`src/hw/pirq_pkg.sv`:
```
// Package for the peripheral interrupt status aggregator.
// Assumes an 8-bit register port with a 4-bit byte address.
package pirq_pkg;

  localparam int unsigned DATA_W  = 8;
  localparam int unsigned ADDR_W  = 4;
  localparam int unsigned NUM_REQ = 16;

  // Register addresses
  localparam logic [3:0] ADDR_STAT_ONE   = 4'h0;
  localparam logic [3:0] ADDR_STAT_TWO   = 4'h1;
  localparam logic [3:0] ADDR_STAT_THREE = 4'h2;
  localparam logic [3:0] ADDR_SPI_CTRL   = 4'h3;
  localparam logic [3:0] ADDR_SPI_FLAGS  = 4'h4;
  localparam logic [3:0] ADDR_SCI_CTRL   = 4'h5;
  localparam logic [3:0] ADDR_SCI_FLAGS  = 4'h6;
  localparam logic [3:0] ADDR_MISC_CTRL  = 4'h7;
  localparam logic [3:0] ADDR_MISC_FLAGS = 4'h8;

  // SPI control / flag bit positions
  localparam int unsigned SPI_RX_BIT    = 0;
  localparam int unsigned SPI_TX_BIT    = 1;
  localparam int unsigned SPI_FAULT_BIT = 2;
  localparam int unsigned SPI_MFEN_BIT  = 3;
  localparam int unsigned SPI_MSTR_BIT  = 4;
  localparam int unsigned SPI_OVF_BIT   = 3;

  // SCI bit positions, shared by enables and flags
  localparam int unsigned SCI_TXE_BIT  = 0;
  localparam int unsigned SCI_TXD_BIT  = 1;
  localparam int unsigned SCI_RXF_BIT  = 2;
  localparam int unsigned SCI_IDLE_BIT = 3;
  localparam int unsigned SCI_OVR_BIT  = 4;
  localparam int unsigned SCI_NF_BIT   = 5;
  localparam int unsigned SCI_FE_BIT   = 6;
  localparam int unsigned SCI_PE_BIT   = 7;

  // Misc control / flag bit positions
  localparam int unsigned KBD_BIT      = 0;
  localparam int unsigned ADC_BIT      = 1;
  localparam int unsigned TICK_BIT     = 2;
  localparam int unsigned TICK_ACK_BIT = 3;
  localparam int unsigned ADC_REQ_BIT  = 4;
  localparam int unsigned TSEL_LSB     = 4;

  // Reset values
  localparam logic [7:0] CTRL_RST  = 8'h00;
  localparam logic [7:0] FLAG_RST  = 8'h00;
  localparam logic [3:0] QCNT_RST  = 4'h0;

  // Idle line thresholds in consecutive ones
  localparam logic [3:0] QUIET_8BIT = 4'hA;
  localparam logic [3:0] QUIET_9BIT = 4'hB;

  // Tick divider: shortest period is 2**TICK_BASE cycles
  localparam int unsigned TICK_BASE = 4;

endpackage : pirq_pkg

```
`src/hw/pirq_agg.sv`:
```
// Peripheral interrupt status aggregator: source flags, enables, grouped
// request lines and three read-only pending status registers.
// Assumes event strobes come from logic on clk; pins are synchronised here.
`timescale 1ns/1ps

module pirq_agg
  import pirq_pkg::*;
#(
  parameter int unsigned TICK_W = 16
) (
  input  wire logic              clk,
  input  wire logic              nrst,
  input  wire logic              ce,
  input  wire logic [ADDR_W-1:0] addr,
  input  wire logic [DATA_W-1:0] wdata,
  input  wire logic              wr,
  input  wire logic              rd,
  output logic      [DATA_W-1:0] rdata,
  output logic      [15:0]       cpu_req,
  input  wire logic [7:0]        ext_req,
  input  wire logic              spi_rx_xfer,
  input  wire logic              spi_tx_xfer,
  input  wire logic              spi_busy,
  input  wire logic              spi_ss_pin,
  input  wire logic              sci_tx_load,
  input  wire logic              sci_shift_empty,
  input  wire logic              sci_brk_idle,
  input  wire logic              sci_rx_xfer,
  input  wire logic              sci_rx_bit_stb,
  input  wire logic              sci_rx_bit,
  input  wire logic              sci_nine_bit,
  input  wire logic              sci_stop_stb,
  input  wire logic              sci_noise_ev,
  input  wire logic              sci_parity_ev,
  input  wire logic [7:0]        keypad_pins,
  input  wire logic              adc_conv_done
);

  function automatic logic [TICK_W-1:0] tick_mask(input logic [2:0] sel);
    logic [TICK_W-1:0] m;
    m = '0;
    for (int i = 0; i < TICK_W; i++) begin
      m[i] = (i < (TICK_BASE + int'(sel)));
    end
    return m;
  endfunction : tick_mask

  function automatic logic wr_hit(input logic [ADDR_W-1:0] a,
                                  input logic [ADDR_W-1:0] at,
                                  input logic              w);
    return w && (a == at);
  endfunction : wr_hit

  logic [7:0]        spi_ctrl_r;
  logic [7:0]        sci_ctrl_r;
  logic [7:0]        misc_ctrl_r;
  logic [3:0]        spi_flags_r;
  logic [7:0]        sci_flags_r;
  logic              kbd_flag_r;
  logic              adc_done_flag_r;
  logic              adc_req_r;
  logic              tick_flag_r;
  logic [3:0]        quiet_cnt_r;
  logic [TICK_W-1:0] tick_cnt_r;
  logic [7:0]        kbd_s1_r;
  logic [7:0]        kbd_s2_r;
  logic              ss_s1_r;
  logic              ss_s2_r;
  logic              ss_s3_r;
  logic [15:0]       pending;
  logic [3:0]        quiet_thr;
  logic              quiet_hit;
  logic              tick_roll;
  logic              ss_rise;
  logic              spi_master;
  logic              mfen;
  logic              spi_mode_fault_flag_set;
  logic              txd_set;
  logic              tick_ack;
  logic [7:0]        spi_set;
  logic [7:0]        sci_set;
  logic [7:0]        spi_clr;
  logic [7:0]        sci_clr;
  logic [7:0]        misc_clr;

  // Pin synchronisers; the first stage feeds only the second
  always_ff @(posedge clk or negedge nrst) begin
    if (!nrst) begin
      kbd_s1_r <= 8'hff;
      kbd_s2_r <= 8'hff;
      ss_s1_r  <= 1'b1;
      ss_s2_r  <= 1'b1;
      ss_s3_r  <= 1'b1;
    end else if (ce) begin
      kbd_s1_r <= keypad_pins;
      kbd_s2_r <= kbd_s1_r;
      ss_s1_r  <= spi_ss_pin;
      ss_s2_r  <= ss_s1_r;
      ss_s3_r  <= ss_s2_r;
    end
  end

  // Control registers
  always_ff @(posedge clk or negedge nrst) begin
    if (!nrst) begin
      spi_ctrl_r  <= CTRL_RST;
      sci_ctrl_r  <= CTRL_RST;
      misc_ctrl_r <= CTRL_RST;
    end else if (ce) begin
      if (wr_hit(addr, ADDR_SPI_CTRL, wr)) begin
        spi_ctrl_r <= wdata;
      end
      if (wr_hit(addr, ADDR_SCI_CTRL, wr)) begin
        sci_ctrl_r <= wdata;
      end
      if (wr_hit(addr, ADDR_MISC_CTRL, wr)) begin
        misc_ctrl_r <= wdata;
      end
    end
  end

  assign spi_master = spi_ctrl_r[SPI_MSTR_BIT];
  assign mfen       = spi_ctrl_r[SPI_MFEN_BIT];
  assign ss_rise    = ss_s2_r && !ss_s3_r;
  assign spi_mode_fault_flag_set   = mfen && ((!spi_master && ss_rise && spi_busy)
                      || (spi_master && !ss_s2_r));

  // Write-one-to-clear masks; a set in the same cycle wins
  assign spi_clr  = wr_hit(addr, ADDR_SPI_FLAGS, wr)  ? wdata : 8'h00;
  assign sci_clr  = wr_hit(addr, ADDR_SCI_FLAGS, wr)  ? wdata : 8'h00;
  assign misc_clr = wr_hit(addr, ADDR_MISC_FLAGS, wr) ? wdata : 8'h00;
  assign tick_ack = misc_clr[TICK_ACK_BIT];

  always_comb begin
    spi_set = 8'h00;
    spi_set[SPI_RX_BIT]    = spi_rx_xfer;
    spi_set[SPI_TX_BIT]    = spi_tx_xfer;
    spi_set[SPI_FAULT_BIT] = spi_mode_fault_flag_set;
    spi_set[SPI_OVF_BIT]   = spi_rx_xfer && spi_flags_r[SPI_RX_BIT];
  end

  always_ff @(posedge clk or negedge nrst) begin
    if (!nrst) begin
      spi_flags_r <= FLAG_RST[3:0];
    end else if (ce) begin
      spi_flags_r <= (spi_flags_r & ~spi_clr[3:0]) | spi_set[3:0];
    end
  end

  // Idle line detector counts ones and fires once per quiet run
  assign quiet_thr = sci_nine_bit ? QUIET_9BIT : QUIET_8BIT;
  assign quiet_hit = sci_rx_bit_stb && sci_rx_bit
                     && (quiet_cnt_r == quiet_thr - 4'h1);

  always_ff @(posedge clk or negedge nrst) begin
    if (!nrst) begin
      quiet_cnt_r <= QCNT_RST;
    end else if (ce && sci_rx_bit_stb) begin
      if (!sci_rx_bit) begin
        quiet_cnt_r <= QCNT_RST;
      end else if (quiet_cnt_r < quiet_thr) begin
        quiet_cnt_r <= quiet_cnt_r + 4'h1;
      end
    end
  end

  // Data register empty is the tx empty flag; no break or idle in flight
  assign txd_set = sci_flags_r[SCI_TXE_BIT] && sci_shift_empty
                   && !sci_brk_idle && !sci_flags_r[SCI_TXD_BIT];

  always_comb begin
    sci_set = 8'h00;
    sci_set[SCI_TXE_BIT]  = sci_tx_load;
    sci_set[SCI_TXD_BIT]  = txd_set;
    sci_set[SCI_RXF_BIT]  = sci_rx_xfer;
    sci_set[SCI_IDLE_BIT] = quiet_hit;
    sci_set[SCI_OVR_BIT]  = sci_rx_xfer && sci_flags_r[SCI_RXF_BIT];
    sci_set[SCI_NF_BIT]   = sci_noise_ev;
    sci_set[SCI_FE_BIT]   = sci_stop_stb && !sci_rx_bit;
    sci_set[SCI_PE_BIT]   = sci_parity_ev;
  end

  always_ff @(posedge clk or negedge nrst) begin
    if (!nrst) begin
      sci_flags_r <= FLAG_RST;
    end else if (ce) begin
      sci_flags_r <= (sci_flags_r & ~sci_clr) | sci_set;
    end
  end

  // Keypad flag is re-set every cycle a pin stays low
  always_ff @(posedge clk or negedge nrst) begin
    if (!nrst) begin
      kbd_flag_r <= 1'b0;
    end else if (ce) begin
      kbd_flag_r <= (kbd_flag_r && !misc_clr[KBD_BIT])
                    || (kbd_s2_r != 8'hff);
    end
  end

  // Converter done: either a request or the plain done flag, never both
  always_ff @(posedge clk or negedge nrst) begin
    if (!nrst) begin
      adc_done_flag_r <= 1'b0;
      adc_req_r       <= 1'b0;
    end else if (ce) begin
      adc_done_flag_r <= (adc_done_flag_r && !misc_clr[ADC_BIT])
                         || (adc_conv_done && !misc_ctrl_r[ADC_BIT]);
      adc_req_r       <= (adc_req_r && !misc_clr[ADC_REQ_BIT])
                         || (adc_conv_done && misc_ctrl_r[ADC_BIT]);
    end
  end

  // Tick rate doubles the period per step of the select field
  assign tick_roll = &(tick_cnt_r | ~tick_mask(misc_ctrl_r[TSEL_LSB+:3]));

  always_ff @(posedge clk or negedge nrst) begin
    if (!nrst) begin
      tick_cnt_r  <= '0;
      tick_flag_r <= 1'b0;
    end else if (ce) begin
      tick_cnt_r  <= tick_cnt_r + 1'b1;
      tick_flag_r <= (tick_flag_r && !tick_ack) || tick_roll;
    end
  end

  // Request lines in fixed group order: external requests pass straight to 0-7, enabled flags ORed per line on 8-15
  always_comb begin
    pending        = 16'h0000;
    pending[7:0]   = ext_req;
    pending[8]     = (spi_flags_r[SPI_RX_BIT] && spi_ctrl_r[SPI_RX_BIT])
                     || ((spi_flags_r[SPI_FAULT_BIT]
                          || spi_flags_r[SPI_OVF_BIT])
                         && spi_ctrl_r[SPI_FAULT_BIT]);
    pending[9]     = spi_flags_r[SPI_TX_BIT] && spi_ctrl_r[SPI_TX_BIT];
    pending[10]    = |(sci_flags_r[7:4] & sci_ctrl_r[7:4]);
    pending[11]    = |(sci_flags_r[3:2] & sci_ctrl_r[3:2]);
    pending[12]    = |(sci_flags_r[1:0] & sci_ctrl_r[1:0]);
    pending[13]    = kbd_flag_r && misc_ctrl_r[KBD_BIT];
    pending[14]    = adc_req_r;
    pending[15]    = tick_flag_r && misc_ctrl_r[TICK_BIT];
  end

  always_ff @(posedge clk or negedge nrst) begin
    if (!nrst) begin
      cpu_req <= 16'h0000;
    end else if (ce) begin
      cpu_req <= pending;
    end
  end

  // Read port; unmapped addresses read zero
  always_ff @(posedge clk or negedge nrst) begin
    if (!nrst) begin
      rdata <= 8'h00;
    end else if (ce) begin
      rdata <= 8'h00;
      if (rd) begin
        case (addr)
          ADDR_STAT_ONE:   rdata <= {pending[5:0], 2'b00};
          ADDR_STAT_TWO:   rdata <= pending[13:6];
          ADDR_STAT_THREE: rdata <= {6'b00_0000, pending[15:14]};
          ADDR_SPI_CTRL:   rdata <= spi_ctrl_r;
          ADDR_SPI_FLAGS:  rdata <= {4'h0, spi_flags_r};
          ADDR_SCI_CTRL:   rdata <= sci_ctrl_r;
          ADDR_SCI_FLAGS:  rdata <= sci_flags_r;
          ADDR_MISC_CTRL:  rdata <= misc_ctrl_r;
          ADDR_MISC_FLAGS: rdata <= {3'b000, adc_req_r, 1'b0, tick_flag_r,
                                     adc_done_flag_r, kbd_flag_r};
          default:         rdata <= 8'h00;
        endcase
      end
    end
  end
endmodule : pirq_agg

```
`config.mk`:
```
export PLATFORM = sky130hd
export DESIGN_NAME = pirq_agg
export DESIGN_NICKNAME = d
export VERILOG_FILES = /design/src/hw/pirq_pkg.sv /design/src/hw/pirq_agg.sv
export SDC_FILE = /design/constraint.sdc
export NUM_CORES = 1
export LEC_CHECK = 0
export ABC_CLOCK_PERIOD_IN_PS = 1500
export BUFFER_PORTS_ARGS = -buffer_cell sky130_fd_sc_hd__buf_2
export CAP_MARGIN = 20
export CORE_MARGIN = 4
export CORE_UTILIZATION = 45
export CTS_CLUSTER_SIZE = 8
export DETAILED_ROUTE_END_ITERATION = 6
export HOLD_SLACK_MARGIN = 0.08
export PLACE_DENSITY_LB_ADDON = 0.08
export SLEW_MARGIN = 5
export SYNTH_ARGS = -nofsm -noshare
export SYNTH_HDL_FRONTEND = slang
export SYNTH_SLANG_ARGS = --single-unit
```
`constraint.sdc`:
```
create_clock -name clk -period 1.5 [get_ports clk]
set_clock_uncertainty 0.05 [all_clocks]
set_input_delay 0.15 -clock clk [delete_from_list [all_inputs] [get_ports clk]]
set_output_delay 0.15 -clock clk [all_outputs]
set_load 0.01 [all_outputs]
```
# --- Word level (Yosys, flattened, before mapping) ---
# Cells that the tools add are included.
totals:
  ff_bits: 103
  latch_bits: 0
  ram_bits: 0
  romBits: 0
  output_inout_bits: 24
  elab_cells: 127
  n_memories: 0
classes:
  addsub: 4
  mul: 0
  div: 0
  n_lt_le_gt_ge: 17
  eq_ne: 11
  shift: 0
  n_mux: 8
  n_bitwise: 11
  reduce_logical: 58
ops:
  columns: ["cell", "n"]
  rows:
  - ["$lt A4 B32 Y1 const A", 7]
  - ["$lt A3 B32 Y1 const A", 4]
  - ["$pmux W8 S9", 1]
  - ["$lt A1 B32 Y1 const A", 2]
  - ["$lt A2 B32 Y1 const A", 2]
  - ["$logic_and A1 B1 Y1", 31]
  - ["$add A16 B1 Y16 const B", 1]
  - ["$eq A4 B3 Y1 const B", 4]
  - ["$mux W8", 2]
  - ["$not A16 Y16", 1]
  - ["$or A16 B16 Y16", 1]
  - ["$reduce_and A16 Y1", 1]
  - ["$mux W4", 3]
  - ["$logic_not A1 Y1", 11]
  - ["$and A4 B4 Y4", 2]
  - ["$and A8 B8 Y8", 1]
  - ["$eq A4 B2 Y1 const B", 2]
  - ["$ne A8 B8 Y1 const B", 1]
  - ["$not A8 Y8", 1]
  - ["$or A8 B8 Y8", 1]
  - ["$reduce_and A2 Y1", 4]
  - ["$logic_or A1 B1 Y1", 7]
  - ["$mux W5", 1]
  - ["$add A3 B3 Y4 const A", 1]
  - ["other kinds (15)", 17]

# --- Longest topological paths before layout ---
# Gate-level depths: netlist (run 1).
logic_depth:
  ltp_word: 7
  ltp_mapped: 7

# --- Worst setup path after synthesis (run 1) ---
# OpenSTA, ideal clock, no wires.
synth_timing:
  path_kind: "in2reg"
  start: "input ce"
  end: "register sci_ctrl_r[0]"
  setup_ps: 125
  t_arrival_ps: 1279
  required_ps: 1325
  slack_ps: 46
  stages: 5
  path_cell_list: "buf_4 > nand2_1 > or4_1 > buf_4 > mux2_4"
synth_between:
  elab_chain_cells: 1
synth_rtl:
  columns: ["element", "line", "source"]
  rows:
  - ["start: declaration", "pirq_agg.sv:13", "input wire logic ce,"]
  - ["$reduce_and A2 Y1 (no source line)", null, null]
  - ["end signal: assignment", "pirq_agg.sv:114", "sci_ctrl_r <= wdata;"]
  - ["end: declaration", "pirq_agg.sv:55", "logic [7:0] sci_ctrl_r;"]
# No other way between the ends.
# A chain may end at the register's enable or synchronous reset.

# --- Worst setup path after layout (run 1) ---
layout_timing:
  start: "register sci_flags_r[0]"
  end: "register sci_flags_r[1]"
layout_between:
  elab_chain_cells: 4
layout_rtl:
  columns: ["element", "line", "source"]
  rows:
  - ["start: declaration", "pirq_agg.sv:58", "logic [7:0] sci_flags_r;"]
  - ["start signal: assignment", "pirq_agg.sv:187", "sci_flags_r <= (sci_flags_r & ~sci_clr) | sci_set;"]
  - ["$logic_and A1 B1 Y1", "pirq_agg.sv:168", "assign txd_set = sci_flags_r[SCI_TXE_BIT] && sci_shift_empty"]
  - ["$logic_and A1 B1 Y1 (2 in a row)", "pirq_agg.sv:169", "&& !sci_brk_idle && !sci_flags_r[SCI_TXD_BIT];"]
  - ["$or A8 B8 Y8", "pirq_agg.sv:187", null]
# No other way between the ends.

==> reports/results.ini, run 1 <==
[routing]
wl_mm=11.9
dr.pass1.iters=4
wl_met3_microns=548
vias=3686
ant_nets=0
dr_wl_met2_mm=5.44
drt_iter0_drc=200
wl_met1_mm=5.60
via_per_inst=5.33
top_layer=met4
post-route-drc-count=0
avgRoutedWirePerCell_microns=17.3

[power_and_ir_drop]
power.density_nw_per_um2=1080
ir_drop_mv=0.645
power.switching_mw=2.02
swShare_pct=30.3
leakagePower_nw=2.78
intPower_mw=4.63
p_clk_share_pct=24.3
seqPwrFrac_pct=53.0
p_comb_share_pct=22.6

[place]
post-dp-hpwl_mm=8.89
numPortBuffers=71
pre_cts_slack_ns=-0.110
globalplace.congestion=0.904

[floorplan]
die_area_sq_um=12100
ios=72
rows=37
start_util_pct=45.9
die_w_microns=110
core-area_sq_um=10200
die_height_microns=110

[layout]
final_common_cell=dfrtp_1
final_cell_mix=79 x dfrtp_1, 70 x buf_2, 47 x mux2_2, 47 x buf_4, 41 x nand2_1
syn2layout_area_growth_pct=30.7
fillers=897
drive_above_1_share_pct=40.4
antenna_cells=0
nNetsFinal=601

[logic_synthesis]
ys.flop_type=dfrtp_1
yosysWarnings=0
syn_nets=452
ys_seq_area_share_pct=52.7
yosys-top-cells-area=dfrtp_1 42%, mux2_2 11%, dfstp_2 11%, nand2_1 3.3%, mux2_4 2.6%
syn_area_sq_um=4700
ys_seq_elements=98
yosysUniqueCellTypes=55
synth_top_cell_by_area=dfrtp_1
synthArstFlopShare_pct=100
synth_top_area_share_pct=42.1
postSynthCellCount=401
synth_edf_count=0
avgSynthCellArea_sq_um=11.7

[sta]
slew_violations=0
finalHoldViolations=0
worst_slack_ns=0.0462
tns_ns=0
period_share_pct=96.9
finalSetupViolCount=0
min_period_ns=1.45
slew_headroom_pct=72.7
clock.fmax_ghz=0.688
worst_slew_pin_slew_ns=0.400

[clock_tree]
cts_sinks=98
cts_buffer_depth=2
cts_made_buffers=9
htreeDepth=3
clk_pin_slew_ns=0.10
cts_tree=yes
clk_latency_ns=0.38
cts_root_buffer=clkbuf_8

[global_routing]
grt_start_max_net_pins=35
antenna_found_initial=0
grt_pass1_vias=3714
grt-ovfl-total=0
grtUsageTotal_pct=21.2
grt_pass1_wl_mm=19.4

[worst_setup_path]
worstSetupEndpointType=register
path_cells=a41oi_2 -> a31oi_1 -> dlygate4sd3_1
cp.required_ns=1.77
cp_max_fo=4
critical-path-max-stage-delay_ns=0.57
crit_arrival_ns=1.73
cp-start-kind=register
worst-setup-path-type=register to register
critPathSlowestCell=dlygate4sd3_1

[run_status]
status=completed

[worst_hold_path]
hold_path.class=input pin to register

[flow_run]
cap_violations=0

==> power groups by stage <==
stage	Combinational (mW)	Clock (mW)	Sequential, mW
after floorplan	0.881	0	3.48
after global placement	1.40	0	3.55
after detailed placement	1.43	0	3.57
after CTS	1.51	1.66	3.52
after global routing	1.67	1.78	3.60
final	1.51	1.62	3.53
==> state kept, by name, indices dropped and copies added, names as in the netlist <==
register	cells
sci_flags_r	8
cpu_req	16
quiet_cnt_r	4
sci_ctrl_r	8
misc_ctrl_r	8
adc_req_r	1
rdata	8
tick_flag_r	1
adc_done_flag_r	1
kbd_s2_r	8
ss_s1_r	1
ss_s2_r	1
kbd_flag_r	1
spi_flags_r	4
kbd_s1_r	8
ss_s3_r	1
spi_ctrl_r	8
tick_cnt_r	11
==> synth_stat cells, types with 3 or more instances <==
master,instances
dfrtp_1,79
mux2_2,47
nand2_1,41
o21ai_0,20
dfstp_2,19
inv_1,14
nor2_1,13
a21oi_1,11
a22o_1,11
clkbuf_1,10
nand3_1,9
xnor2_1,9
mux2_4,8
nand4_1,8
a32o_1,7
buf_2,7
mux2i_1,7
nor2b_1,7
buf_4,5
nand2b_1,5
a31oi_1,4
and3b_1,4
a21boi_0,3
a31o_2,3
a32oi_1,3
ha_1,3
nand4b_1,3
==> stage by stage <==
step                      cells  hold slack [ns]  power [mW]  instance area [sq um]  util, %
final                       691            0.111        6.65                   6150     60.1
after global routing        691            0.116        7.05                   6150     60.1
after CTS                   689           0.0879        6.69                   6110     59.7
after detailed placement    636           0.0608        5.00                   5560     54.3
after global placement      636           0.0617        4.95                   5560     54.3
after floorplan             401           -0.196        4.36                   4700        -
==> worst paths after layout <==
path                           startpoint        endpoint  slack, ns  depth (start not counted)
max                        sci_flags_r[0]  sci_flags_r[1]       0.05                          3
min                          sci_nine_bit  sci_flags_r[3]       0.11                          3
max reg2reg                sci_flags_r[0]  sci_flags_r[1]       0.05                          3
min reg2reg                tick_cnt_r[10]  tick_cnt_r[10]       0.43                          1
max in group asynchronous            nrst     kbd_s2_r[5]       0.63                          3
min in group asynchronous            nrst  misc_ctrl_r[7]       0.20                          2
==> metal layers <==
layer | GRT usage, % | vias to the layer above
li1 | - | 1758
met3 | 4.19 | 31
met4 | 9.32 | 0
met1 | 29.1 | 1809
met2 | 32.5 | 88
met5 | 0 | -
==> critical path, delay by kind of cell, from the launching register on <==
kind	cells	cell delay, ns
AO/OA/AOI/OAI	2	0.30
buffers and inverters	1	0.57
flip-flops	1	0.47
==> repair_timing <==
item / in CTS / in global routing
endpoints found under the hold margin: 139 / 0
hold buffers: 37 / 0
gates resized for setup: 0 / 6
endpoints found under the setup margin: 0 / 4
setup buffers: 0 / 2
==> area by class of cell <==
type	instances	area [sq um]	share of cell area [%]
tap	136	170	2.77
clock inverter	5	37.5	0.611
inverter	14	52.6	0.855
multi-input combinational	267	2080	33.9
clock buffer	11	141	2.30
timing repair buffer	160	1180	19.3
sequential	98	2480	40.3
==> logic make-up after synthesis <==
kind of cell | count (synthesis) | share of synthesized area (%)
flops | 98 | 52.7
simple gates | 106 | 12.1
xor+xnor | 11 | 2.05
compound gates | 83 | 12.6
buf+inv | 36 | 3.46
mux | 64 | 16.3
fa+ha+maj | 3 | 0.799
Note: power is estimated with default switching activity, not from simulation.
==> run 2: changes to the inputs <==
--- a/config.mk
+++ b/config.mk
@@ -9,7 +9,7 @@
 export BUFFER_PORTS_ARGS = -buffer_cell sky130_fd_sc_hd__buf_2
 export CAP_MARGIN = 20
 export CORE_MARGIN = 4
-export CORE_UTILIZATION = 45
+export CORE_UTILIZATION = 41
 export CTS_CLUSTER_SIZE = 8
 export DETAILED_ROUTE_END_ITERATION = 6
 export HOLD_SLACK_MARGIN = 0.08
==> reports/results.ini, run 2 (synthesis gave the netlist of run 1 again) <==
[power_and_ir_drop]
seqPwrFrac_pct=48.6  ; -4.4 points
p_clk_share_pct=31.1  ; +6.8 points
swShare_pct=28.6  ; -1.8 points
leakagePower_nw=2.81  ; +1.3%
power.density_nw_per_um2=1180  ; +8.8%
power.total_mw=7.28  ; +9.4%
intPower_mw=5.20  ; +12%
power.switching_mw=2.08  ; +3.0%
p_comb_share_pct=20.3  ; -2.3 points
ir_drop_mv=0.835  ; +30%

[place]
numPortBuffers=71  ; unchanged
placed_area_sq_um=5560  ; about the same
dp_cells=643  ; +1.1%
post-dp-hpwl_mm=9.37  ; +5.5%
globalplace.congestion=0.841  ; -7.0%

[layout]
regMostFlops=cpu_req
final_common_cell=dfrtp_1
design_area_sq_um=6180  ; +0.59%
drive_above_1_share_pct=40.5  ; +0.11 points
syn2layout_area_growth_pct=31.5
nNetsFinal=597  ; -0.67%
antenna_cells=0  ; unchanged
final_util_pct=56.0  ; -4.0 points
largest_reg_flops=16  ; unchanged
final_cell_mix=79 x dfrtp_1, 70 x buf_2, 51 x buf_4
layout.cells.non_filler=691  ; unchanged
top_regs=cpu_req: 16 flops, tick_cnt_r: 11 flops

[sta]
clock.fmax_ghz=0.721  ; +4.8%
period_share_pct=92.5  ; -4.4 points
tns_ns=0  ; unchanged
slew_violations=0  ; unchanged
rsz0062_at_grt=no
finalHoldViolations=0  ; unchanged
finalSetupViolCount=0  ; unchanged
worst_slew_pin_slew_ns=0.360  ; -0.0401 ns
min_period_ns=1.39  ; -0.0661 ns
slew_headroom_pct=75.4  ; +2.7 points

[worst_setup_path]
critPathSlowestCell=dfrtp_1
cp-start-kind=register
r2r_setup_slack_ns=0.11  ; +0.07 ns
path_cells=mux2_2 -> a32oi_1 -> o21ai_0 -> o22a_1
crit_end=rdata[4]
worst-setup-path-type=register to register
crit_arrival_ns=1.57  ; -0.16 ns
startpoint=misc_ctrl_r[4]
worstSetupEndpointType=register
critical_path_cell_count=4  ; +1
cp.required_ns=1.68  ; -0.09 ns
critical-path-max-stage-delay_ns=0.43  ; -0.14 ns
cp_max_fo=5  ; +1
r2r-start=misc_ctrl_r[4]
r2r_cells=4  ; +1
critPathBufInv=0  ; -1
crit_family=compound AO/OA/AOI/OAI gates
reg2reg_to=rdata[4]

[clock_tree]
cts_setup_buffers=0  ; unchanged
clk_latency_ns=0.34  ; -0.04 ns
cts_tree=yes
cts_buffer_depth=2  ; unchanged
cts_root_buffer=clkbuf_16
cts_sinks=98  ; unchanged
cts_made_buffers=9  ; unchanged
htreeDepth=3  ; unchanged
clk_pin_slew_ns=0.07  ; -0.03 ns

[routing]
via_per_inst=5.39  ; +1.1%
post-route-drc-count=0  ; unchanged
drt_iter0_drc=151  ; -25%
avgRoutedWirePerCell_microns=17.8  ; +3.1%
dr.pass1.iters=4  ; unchanged
wl_mm=12.3  ; +3.1%
ant_nets=0  ; unchanged
vias=3726  ; +1.1%

[global_routing]
grt_pass1_vias=3767  ; +1.4%
grt_pass1_wl_mm=20.2  ; +3.7%
grt-ovfl-total=0  ; unchanged
grt_start_max_net_pins=37  ; +5.7%
antenna_found_initial=0  ; unchanged
grtUsageTotal_pct=19.5  ; -1.7 points

[floorplan]
die_area_sq_um=13200  ; +9.0%
die_height_microns=115  ; +4.4%
rows=38  ; +2.7%
start_util_pct=42.6  ; -3.3 points
die_w_microns=115  ; +4.4%
ios=72  ; unchanged
core-area_sq_um=11000  ; +7.8%

[worst_hold_path]
hold_path.class=input pin to register

[run_status]
status=completed

[flow_run]
cap_violations=0  ; unchanged

-- run 2: layout make-up --
class,count,area [sq um]
Fill cell,983,4850
Sequential cell,98,2480
Multi-Input combinational cell,267,2070
Timing Repair Buffer,156,1110
Clock buffer,11,253
Tap cell,140,175
Inverter,14,52.6
Clock inverter,5,43.8
-- run 2: what timing repair did --
item / 4_1_cts / 5_1_grt
setup endpoints to repair: 0 / 4
gates resized for setup: 0 / 2
hold buffers: 32 / 0
endpoints found under the hold margin: 135 / 0
-- run 2: how the worst min path moves through the flow --
stage                         start               to  slack, ns  cells after the start
floorplan                      nrst  adc_done_flag_r      -0.20                      0
global placement               nrst    spi_ctrl_r[7]      -0.04                      1
detailed placement             nrst    spi_ctrl_r[7]      -0.04                      1
CTS                 sci_shift_empty   sci_flags_r[1]       0.09                      3
global route               wdata[3]   misc_ctrl_r[3]       0.10                      2
finish              sci_shift_empty   sci_flags_r[1]       0.09                      3
-- run 2: through the flow --
stage          setup WS (ns)  hold slack [ns]
2_1_floorplan         0.0462           -0.196
3_3_place_gp         -0.0698          -0.0402
3_5_place_dp         -0.0804          -0.0425
4_1_cts               0.0418           0.0864
5_1_grt               0.0101            0.102
6_report               0.112           0.0927
-- run 2: tightest hold or removal path, stage by stage --
cell and delay (ns):
buf_2 0.10, a41oi_1 0.13, a31oi_1 0.06
-- run 2: power by group through the flow --
stage | Clock (mW) | Sequential, mW | Combinational (mW)
6_report | 2.27 | 3.54 | 1.48
3_3_place_gp | 0 | 3.56 | 1.39
3_5_place_dp | 0 | 3.58 | 1.42
4_1_cts | 2.34 | 3.53 | 1.49
2_1_floorplan | 0 | 3.48 | 0.881
5_1_grt | 2.44 | 3.61 | 1.63
-- run 2: metal layers --
layer | wire [microns] | global-route usage (%)
met5 | 0 | 0
met3 | 603 | 3.74
met2 | 5710 | 30.4
met4 | 194 | 5.32
met1 | 5810 | 27.8
